### src/hw/fofr_pkg.sv
package fofr_pkg;
  // command codes of the two configuration bytes
  localparam logic [7:0] CMD_RESP_CFG = 8'hCA;
  localparam logic [7:0] CMD_UNIT_CFG = 8'hC8;
  // reset values
  localparam logic [7:0] RESP_CFG_RST = 8'h00;
  localparam logic [7:0] UNIT_CFG_RST = 8'h00;
  localparam logic [7:0] RDATA_RST = 8'h00;
  // field positions in the response byte
  localparam int RESP_MSB = 7;
  localparam int RESP_LSB = 6;
  localparam int RETRY_MSB = 5;
  localparam int RETRY_LSB = 3;
  localparam int DLY_MSB = 2;
  localparam int DLY_LSB = 0;
  // current fault unit field in the delay unit byte
  localparam int IUNIT_MSB = 3;
  localparam int IUNIT_LSB = 2;
  // response and retry encodings
  localparam logic [1:0] RESP_IGNORE = 2'h0;
  localparam logic [1:0] RESP_SHUT = 2'h3;
  localparam logic [2:0] RETRY_NONE = 3'h0;
  localparam logic [2:0] RETRY_FOREVER = 3'h7;
  // unit lengths in milliseconds per code
  localparam logic [8:0] UNIT_MS_0 = 9'h001;
  localparam logic [8:0] UNIT_MS_1 = 9'h004;
  localparam logic [8:0] UNIT_MS_2 = 9'h010;
  localparam logic [8:0] UNIT_MS_3 = 9'h100;
  // base tick: one millisecond of the system clock
  localparam int CLK_HZ = 20000000;
  localparam int BASE_TICK_MS = 1;
  localparam int MS_CYCLES = (CLK_HZ / 1000) * BASE_TICK_MS;
  localparam int MS_CNT_W = 16;

  // milliseconds per delay unit for a two bit code
  function automatic logic [8:0] unit_ms(input logic [1:0] code);
    logic [8:0] r;
    r = UNIT_MS_0;
    case (code)
      2'h0: r = UNIT_MS_0;
      2'h1: r = UNIT_MS_1;
      2'h2: r = UNIT_MS_2;
      default: r = UNIT_MS_3;
    endcase
    return r;
  endfunction : unit_ms
endpackage : fofr_pkg

### src/hw/fofr_top.sv
`timescale 1ns/1ps
module fofr_top #(
  parameter int MS_CYCLES = fofr_pkg::MS_CYCLES // cycles per millisecond tick
) (
  input wire logic clk_sys,
  input wire logic rst,
  input wire logic fast_oc_pin, // comparator output, asynchronous
  input wire logic output_enable, // output requested on, same clock
  input wire logic fault_clear, // one-cycle clear of the latched fault
  input wire logic cmd_wr, // write strobe for cmd_code
  input wire logic [7:0] cmd_code,
  input wire logic [7:0] cmd_wdata,
  output logic [7:0] cmd_rdata, // readback of cmd_code, registered
  output logic output_on,
  output logic limit_slow, // hold current at the slow threshold
  output logic limit_fast, // hold current at the fast threshold
  output logic fault_flag, // sticky status bit
  output logic host_notify, // one-cycle notification pulse
  output logic off_latched // output held off until cleared
);
  typedef enum logic [1:0] {ST_RUN, ST_LIMIT, ST_WAIT, ST_LATCHED} fofr_state_t;

  // synchroniser: s1 only feeds s2
  logic s1_q, s2_q, s3_q, flt_q, flt_d;
  always_comb begin
    // filtered level moves only when the last two stages agree
    flt_d = (s2_q == s3_q) ? s3_q : flt_q;
  end
  always_ff @(posedge clk_sys) begin
    if (rst) begin
      s1_q <= 1'b0;
      s2_q <= 1'b0;
      s3_q <= 1'b0;
      flt_q <= 1'b0;
    end else begin
      s1_q <= fast_oc_pin;
      s2_q <= s1_q;
      s3_q <= s2_q;
      flt_q <= flt_d;
    end
  end

  // configuration bytes and readback
  logic [7:0] resp_cfg_q, resp_cfg_d; // fast_overcurrent_response_config
  logic [7:0] unit_cfg_q, unit_cfg_d; // fault_delay_unit_config
  logic [7:0] rdata_d;
  always_comb begin
    resp_cfg_d = resp_cfg_q;
    unit_cfg_d = unit_cfg_q;
    if (cmd_wr && cmd_code == fofr_pkg::CMD_RESP_CFG) begin
      resp_cfg_d = cmd_wdata;
    end
    if (cmd_wr && cmd_code == fofr_pkg::CMD_UNIT_CFG) begin
      unit_cfg_d = cmd_wdata;
    end
    // unknown codes read as zero
    if (cmd_code == fofr_pkg::CMD_RESP_CFG) begin
      rdata_d = resp_cfg_q;
    end else if (cmd_code == fofr_pkg::CMD_UNIT_CFG) begin
      rdata_d = unit_cfg_q;
    end else begin
      rdata_d = fofr_pkg::RDATA_RST;
    end
  end
  always_ff @(posedge clk_sys) begin
    if (rst) begin
      resp_cfg_q <= fofr_pkg::RESP_CFG_RST;
      unit_cfg_q <= fofr_pkg::UNIT_CFG_RST;
      cmd_rdata <= fofr_pkg::RDATA_RST;
    end else begin
      resp_cfg_q <= resp_cfg_d;
      unit_cfg_q <= unit_cfg_d;
      cmd_rdata <= rdata_d;
    end
  end

  // field views
  logic [1:0] resp;
  logic [2:0] retry, dly;
  logic [8:0] unit_len;
  assign resp = resp_cfg_q[fofr_pkg::RESP_MSB:fofr_pkg::RESP_LSB];
  assign retry = resp_cfg_q[fofr_pkg::RETRY_MSB:fofr_pkg::RETRY_LSB];
  assign dly = resp_cfg_q[fofr_pkg::DLY_MSB:fofr_pkg::DLY_LSB];
  assign unit_len = fofr_pkg::unit_ms(unit_cfg_q[fofr_pkg::IUNIT_MSB:fofr_pkg::IUNIT_LSB]);

  // response state machine with its delay timer
  fofr_state_t st_q, st_d;
  logic [fofr_pkg::MS_CNT_W-1:0] ms_q, ms_d; // cycles within a millisecond
  logic [8:0] ucnt_q, ucnt_d; // milliseconds within a unit
  logic [2:0] units_q, units_d; // whole units elapsed
  logic [2:0] tries_q, tries_d; // restart attempts made
  logic en_q, flag_d, notify_d, on_d, slow_d, fast_d;
  logic ms_tick, unit_tick, expire, clr_tmr;
  always_comb begin
    st_d = st_q;
    tries_d = tries_q;
    clr_tmr = 1'b0;
    ms_tick = (ms_q == fofr_pkg::MS_CNT_W'(MS_CYCLES - 1));
    unit_tick = ms_tick && (ucnt_q == unit_len - 9'h001);
    // delay is count of whole units
    expire = (units_q == dly);
    case (st_q)
      ST_RUN: begin
        // fast fault starts the limiting delay
        if (flt_q && resp == fofr_pkg::RESP_SHUT) begin
          st_d = ST_LIMIT;
          clr_tmr = 1'b1;
        end
      end
      ST_LIMIT: begin
        if (!flt_q || resp != fofr_pkg::RESP_SHUT) begin
          st_d = ST_RUN;
        end else if (expire) begin
          clr_tmr = 1'b1;
          if (retry == fofr_pkg::RETRY_NONE) begin
            st_d = ST_LATCHED;
          end else if (retry != fofr_pkg::RETRY_FOREVER && tries_q == retry) begin
            st_d = ST_LATCHED;
          end else begin
            st_d = ST_WAIT;
          end
        end
      end
      ST_WAIT: begin
        if (expire) begin
          st_d = ST_RUN;
          if (retry != fofr_pkg::RETRY_FOREVER) begin
            tries_d = tries_q + 3'h1;
          end
        end
      end
      ST_LATCHED: begin
        st_d = ST_LATCHED;
      end
      default: begin
        st_d = ST_RUN;
      end
    endcase
    // fresh episode on clear or re-enable
    if (fault_clear || (output_enable && !en_q)) begin
      st_d = ST_RUN;
      tries_d = 3'h0;
      clr_tmr = 1'b1;
    end
    // timer chain: ms, then ms per unit, then units
    if (clr_tmr) begin
      ms_d = '0;
      ucnt_d = 9'h000;
      units_d = 3'h0;
    end else begin
      ms_d = ms_tick ? '0 : ms_q + 1'b1;
      ucnt_d = unit_tick ? 9'h000 : (ms_tick ? ucnt_q + 9'h001 : ucnt_q);
      units_d = (unit_tick && !expire) ? units_q + 3'h1 : units_q;
    end
    flag_d = flt_q ? 1'b1 : (fault_clear ? 1'b0 : fault_flag);
    notify_d = flt_d && !flt_q;
    // ignore mode only limits, never shuts
    slow_d = flt_q && resp != fofr_pkg::RESP_SHUT;
    fast_d = (st_d == ST_LIMIT);
    on_d = output_enable && (st_d == ST_RUN || st_d == ST_LIMIT);
  end
  always_ff @(posedge clk_sys) begin
    if (rst) begin
      st_q <= ST_RUN;
      ms_q <= '0;
      ucnt_q <= 9'h000;
      units_q <= 3'h0;
      tries_q <= 3'h0;
      en_q <= 1'b0;
      fault_flag <= 1'b0;
      host_notify <= 1'b0;
      limit_slow <= 1'b0;
      limit_fast <= 1'b0;
      output_on <= 1'b0;
      off_latched <= 1'b0;
    end else begin
      st_q <= st_d;
      ms_q <= ms_d;
      ucnt_q <= ucnt_d;
      units_q <= units_d;
      tries_q <= tries_d;
      en_q <= output_enable;
      fault_flag <= flag_d;
      host_notify <= notify_d;
      limit_slow <= slow_d;
      limit_fast <= fast_d;
      output_on <= on_d;
      off_latched <= (st_d == ST_LATCHED);
    end
  end
endmodule : fofr_top

### config.mk
export PLATFORM = sky130hd
export DESIGN_NAME = fofr_top
export DESIGN_NICKNAME = d
export VERILOG_FILES = /design/src/hw/fofr_pkg.sv /design/src/hw/fofr_top.sv
export SDC_FILE = /design/constraint.sdc
export NUM_CORES = 1
export LEC_CHECK = 0
export ABC_AREA = 1
export CORE_MARGIN = 2
export CORE_UTILIZATION = 67
export DETAILED_ROUTE_END_ITERATION = 10
export DONT_BUFFER_PORTS = 1
export GPL_TIMING_DRIVEN = 0
export MAX_ROUTING_LAYER = met4
export PLACE_DENSITY = 0.89
export SYNTH_ARGS = -nofsm -noshare
export SYNTH_HDL_FRONTEND = slang
export SYNTH_SLANG_ARGS = --single-unit
### constraint.sdc
create_clock -name clk_sys -period 3.2 [get_ports clk_sys]
set_input_delay 0.32 -clock clk_sys [delete_from_list [all_inputs] [get_ports clk_sys]]
set_output_delay 0.32 -clock clk_sys [all_outputs]
set_load 0.02 [all_outputs]
# After elaboration in Yosys (flattened, before gate mapping)

Index checks and enable logic that the tools add are counted.

Register bits after elaboration: 68
Word-level logic and storage cells: 86
Input port bits: 22

Reduce and logical (&&, ||, !) cells: 26
Mux-type cells: 19
Add/sub/neg operators: 5
Equality and inequality tests: 17

Operator list:

| kind                                                  | number |
|---|---|
| one-hot mux 9 bit (3 select lines)                    | 1 |
| adder 16 x 1 -> 16 bit, second input constant         | 1 |
| equality test 16 x 15 -> 1 bit, second input constant | 1 |
| equality test 8 bit, second input constant            | 2 |
| two-way mux 8 bit                                     | 2 |
| equality test 2 bit, second input constant            | 5 |
| logical AND 1 bit                                     | 10 |
| two-way mux 2 bit                                     | 5 |
| adder 9 x 1 -> 9 bit, second input constant           | 1 |
| equality test 9 bit                                   | 1 |
| two-way mux 1 bit                                     | 9 |
| subtractor 9 x 1 -> 9 bit, second input constant      | 1 |
| one-hot mux 2 bit (4 select lines)                    | 1 |
| adder 3 x 1 -> 3 bit, second input constant           | 2 |
| equality test 2 x 1 -> 1 bit, second input constant   | 3 |
| equality test 3 bit                                   | 2 |
| zero test 2 bit                                       | 3 |
| OR reduction 3 bit                                    | 2 |
| OR reduction 2 bit                                    | 2 |
| zero test 1 bit                                       | 3 |
| zero test 3 bit                                       | 1 |
| logical OR 1 bit                                      | 3 |
| != test 3 bit, second input constant                  | 1 |
| AND reduction 3 bit                                   | 1 |
| 4 further kinds                                       | 4 |

# Longest topological paths before layout

Depth after elaboration: 11
Depth in mapped cells: 13
Mapped depth without buffers: 13

# Least setup slack after synthesis

OpenSTA, ideal clock, no wires.

Path type: reg-to-reg
From: register unit_cfg_q[2]
To: register units_q[1]
Path slack: 1.547 ns
Data required time: 3.084 ns
Library setup time: 0.116 ns
Data arrival time: 1.537 ns
Cell stages (with the launch flop): 12
Cells stage by stage: dfxtp_1 > nor2_1 > inv_1 > ha_1 > nand2_1 > nand3_1 > nor2_1 > nand3_1 > nor2_2 > nand2_1 > o21ai_0 > nor2_1

Word-level cells in the longest chain between the ends: 6

Ends and longest elaborated chain:

| what                                              | RTL line        | RTL |
|---|---|---|
| from (decl)                                       | fofr_top.sv:45  | `logic [7:0] unit_cfg_q, unit_cfg_d;` |
| from (signal assigned)                            | fofr_top.sv:68  | `unit_cfg_q <= fofr_pkg::UNIT_CFG_RST;` |
| from (signal assigned)                            | fofr_top.sv:72  | `unit_cfg_q <= unit_cfg_d;` |
| equality test 2 bit, or another cell as far along | fofr_pkg.sv:39  | `case (code)` |
| one-hot mux 9 bit (3 select lines) (*)            | fofr_pkg.sv:39  |  |
| subtractor 9 x 1 -> 9 bit (*)                     | fofr_top.sv:99  | `unit_tick = ms_tick && (ucnt_q == unit_len - 9'h001);` |
| equality test 9 bit (*)                           | fofr_top.sv:99  |  |
| logical AND 1 bit (*)                             | fofr_top.sv:99  |  |
| logical AND 1 bit (*)                             | fofr_top.sv:153 | `units_d = (unit_tick && !expire) ? units_q + 3'h1 : units_q;` |
| to (signal assigned)                              | fofr_top.sv:180 | `units_q <= units_d;` |
| to (decl)                                         | fofr_top.sv:90  | `logic [2:0] units_q, units_d;` |

Every way passes the cells marked *; elsewhere a longest branch is shown, timed or not.
A chain may end at the register's enable or synchronous reset.

# Worst setup path after layout

From: register unit_cfg_q[3]
To: register ucnt_q[7]

Word-level cells in the longest chain between the ends: 6

Ends and longest elaborated chain:

| what                                              | RTL line        | RTL |
|---|---|---|
| equality test 2 bit, or another cell as far along | fofr_pkg.sv:39  |  |
| one-hot mux 9 bit (3 select lines) (*)            | fofr_pkg.sv:39  |  |
| subtractor 9 x 1 -> 9 bit (*)                     | fofr_top.sv:99  |  |
| equality test 9 bit (*)                           | fofr_top.sv:99  |  |
| logical AND 1 bit (*)                             | fofr_top.sv:99  |  |
| OR reduction 3 bit (no line) (*)                  | -               |  |
| to (signal assigned)                              | fofr_top.sv:179 | `ucnt_q <= ucnt_d;` |
| to (decl)                                         | fofr_top.sv:89  | `logic [8:0] ucnt_q, ucnt_d;` |

Marked as above.

==> summary.txt <==
STA
  • Fmax: ~530 MHz
  • Final setup fails: 0
  • Setup ws final: 1.32 ns
  • Final hold vios: 0
  • Fin crit share: 0.588
  • Slew Viols, Final: 0
  • Max transition margin: 0.665
  • Setup TNS: 0 ns
  • RSZ-0062 raised after global routing: false
  • Worst-margin pin slew: just over 0.5 ns
  • Fin crit period: between 1.5 and 2 ns
  • Setup Skew: between 0.01 and 0.015 ns

CTS
  • Post-CTS resize count: 0
  • H-tree Lvls: 3
  • Hold-fix buffers, CTS: 0
  • Setup Fix Bufs, Post-CTS: 0
  • CTS tree: yes
  • Clk sink count: just under 70
  • CTS root buffer: clkbuf_8
  • Clk buf depth: 2
  • CTS Buf Count: 9
  • Worst-Skew Late Latency: ~0.35 ns
  • Clock Pin Slew Worst Setup and Hold Paths: 0.07 ns

Place
  • Placed cells: roughly 480
  • Input/output buffers: 0
  • Final Wtd Congestion: 0.889
  • Hpwl dp: between 4 and 5 mm
  • Setup WS pre-CTS: 1.34 ns

Cells and area
  • Final Non-Filler Cells: 495
  • Share of layout cells above drive strength 1: 0.0767
  • # diodes: 0
  • Nets: 465
  • Commonest non-fill, non-tap cells in the layout: nand2_1 (107), dfxtp_1 (68), inv_1 (49), nor2_1 (46), a21oi_1 (43)
  • Fin util: 0.762
  • Area growth syn-to-layout: 7.98%
  • Commonest non-fill, non-tap cell in the layout: nand2_1

Synthesis
  • EDFF count, synth: 0
  • Synth async-reset ratio: 0
  • Post-Syn Instances: 427
  • Synth Register Bits: 68
  • Distinct cells, synth: 31
  • Mapped Area: 0.00314 sq mm
  • Synth warnings: 0
  • Net count after synthesis: 454
  • Main synth FF type: dfxtp_1
  • Seq/Total Area, Yosys: 0.434
  • Mapped Avg Cell Area: 7.34 sq um

Critical path
  • Worst EP required: 3.43 ns
  • CP endpoint kind: flop
  • R2R cell count: 12
  • Critical R2R Launch: unit_cfg_q[3]$_SDFFE_PP0P_
  • Slowest cell on the critical path: dfxtp_1
  • Startpoint types: flop
  • Crit path largest cell delay: 0.36 ns
  • CP Class: flop to flop
  • Crit path cell chain: nor2_1 > inv_1 > ha_1 > inv_1 > nand2_1 > nand3_1 > nor2_1 > nand3_1 > nor2_2 > inv_1 > nand2_2 > a21oi_1
  • CP Depth: 12
  • Buf/Inv on CP: 3
  • Delay-heaviest family, CP: simple AND/OR/NAND/NOR gates
  • Top cell by count, worst path: inv_1
  • CP startpoint: unit_cfg_q[3]$_SDFFE_PP0P_
  • R2R setup slack: approximately 1.3 ns
  • Crit path DAT: 2.11 ns
  • Crit Reg-Reg Endpoint: ucnt_q[7]$_SDFFE_PP0P_
  • CP Max Fanout: 9
  • Crit path to: ucnt_q[7]$_SDFFE_PP0P_

Global route
  • Overall Global Routing Usage: 0.289
  • Largest net degree at the start of global routing: 14
  • Total grt overflow: 0
  • Vias in the first global route: 2703
  • Global-route wire length before repair: 11.4 mm
  • Initial antenna violation count: 0

Pwr
  • Pwr dens: 453 mW/mm^2
  • Clock Power Share: 0.421
  • Switching Fraction: 0.241
  • Leakage: around 1.2 nW
  • Part of the power in registers: 0.556
  • Pint: roughly 1.2 mW
  • Logic gate share of total power: 0.023
  • Psw: 0.370 mW
  • Peak supply drop: 409 uV

Floorplan
  • Core region area: 0.00444 sq mm
  • Area of the die: ~0.0052 sq mm
  • Die width: 72.4 um
  • Num ports: 36
  • Site Rows: 24
  • Initial Util: 0.706
  • Die span in y: 72.4 um

Route
  • DR DRC count: 0
  • Routed wire length per instance: 13.5 um
  • DRT antenna net count: 0
  • Vias post-DR: 2771
  • Pre-antenna DRT Iters: 9
  • Post-Route WL: 6.70 mm
  • Vias/cell: around 5.6
  • Violation count after the first detailed-route iteration: 161

Job
  • Max-cap violation count: 0

Outcome
  • Outcome: complete, no violations

Worst hold path
  • Hold WC Path Type: input port to flop
[Yosys cell counts (6+ instances only)]
library cell	instances	area share
nand2_1	107	0.13
dfxtp_1	68	0.43
xor2_1	14	0.039
nor2_1	46	0.055
nor3_1	13	0.021
nand4_1	9	0.018
xnor2_1	6	0.017
inv_1	49	0.059
o21ai_0	7	0.011
a21oi_1	43	0.069
nand3_1	29	0.046
[sequential cells by signal (all words and copies together) (netlist names), 2 cells and up]
signal      flops
st_q            2
resp_cfg_q      8
units_q         3
ms_q           16
tries_q         3
unit_cfg_q      8
cmd_rdata       8
ucnt_q          9
[cell families after synthesis]
kind of cell               count (synthesis)  share of synthesized area
and+or+nand+nor                          221                      0.321
DFF                                       68                      0.434
buffers and inverters                     58                     0.0758
AOI/OAI and AO/OA                         54                     0.0898
xor gates and xnor gates                  20                     0.0559
adders and majority gates                  6                     0.0231
[how the worst min path moves through the flow]
stage | from | end | slack (ns) | depth (start not counted)
CTS | fast_oc_pin | s1_q$_SDFF_PP0_ | 0.06 | 2
global placement | s1_q$_SDFF_PP0_ | s2_q$_SDFF_PP0_ | 0.40 | 2
global route | fast_oc_pin | s1_q$_SDFF_PP0_ | 0.07 | 2
floorplan | s1_q$_SDFF_PP0_ | s2_q$_SDFF_PP0_ | 0.39 | 2
detailed placement | s1_q$_SDFF_PP0_ | s2_q$_SDFF_PP0_ | 0.41 | 2
finish | fast_oc_pin | s1_q$_SDFF_PP0_ | 0.07 | 2
[layer usage]
metal / part of all wire / vias to the layer above / global-route usage
li1: - / 1394 / -
met1: 0.41 / 1284 / 0.303
met2: 0.52 / 80 / 0.507
met3: 0.055 / 13 / 0.0903
met4: 0.017 / 0 / 0.113
met5: 0 / - / -
[final cells by class]
| type | count | area, sq um |
|---|---|---|
| Tap cell | 52 | 65.1 |
| Buffer | 9 | 53.8 |
| Fill cell | 334 | 1060 |
| Inverter | 49 | 184 |
| Sequential cell | 68 | 1360 |
| Clock inverter | 6 | 47.5 |
| Multi-Input combinational cell | 301 | 1540 |
| Clock buffer | 10 | 138 |
[power by group through the flow]
stage / sequential [mW] / combinational (mW) / clock (mW)
6_report: 0.852 / 0.0353 / 0.646
3_5_place_dp: 0.872 / 0.0351 / 0
2_1_floorplan: 0.872 / 0.0266 / 0
5_1_grt: 0.853 / 0.0398 / 0.698
4_1_cts: 0.852 / 0.0354 / 0.658
3_3_place_gp: 0.872 / 0.0335 / 0
[per-stage QoR]
step | power [mW] | hold slack, ns | area (sq um)
2_1_floorplan | 0.898 | 0.388 | 3140
3_3_place_gp | 0.906 | 0.396 | 3200
3_5_place_dp | 0.907 | 0.411 | 3200
4_1_cts | 1.55 | 0.0590 | 3390
5_1_grt | 1.59 | 0.0657 | 3390
6_report | 1.53 | 0.0682 | 3390
Note: power is estimated with default switching activity, not from simulation.
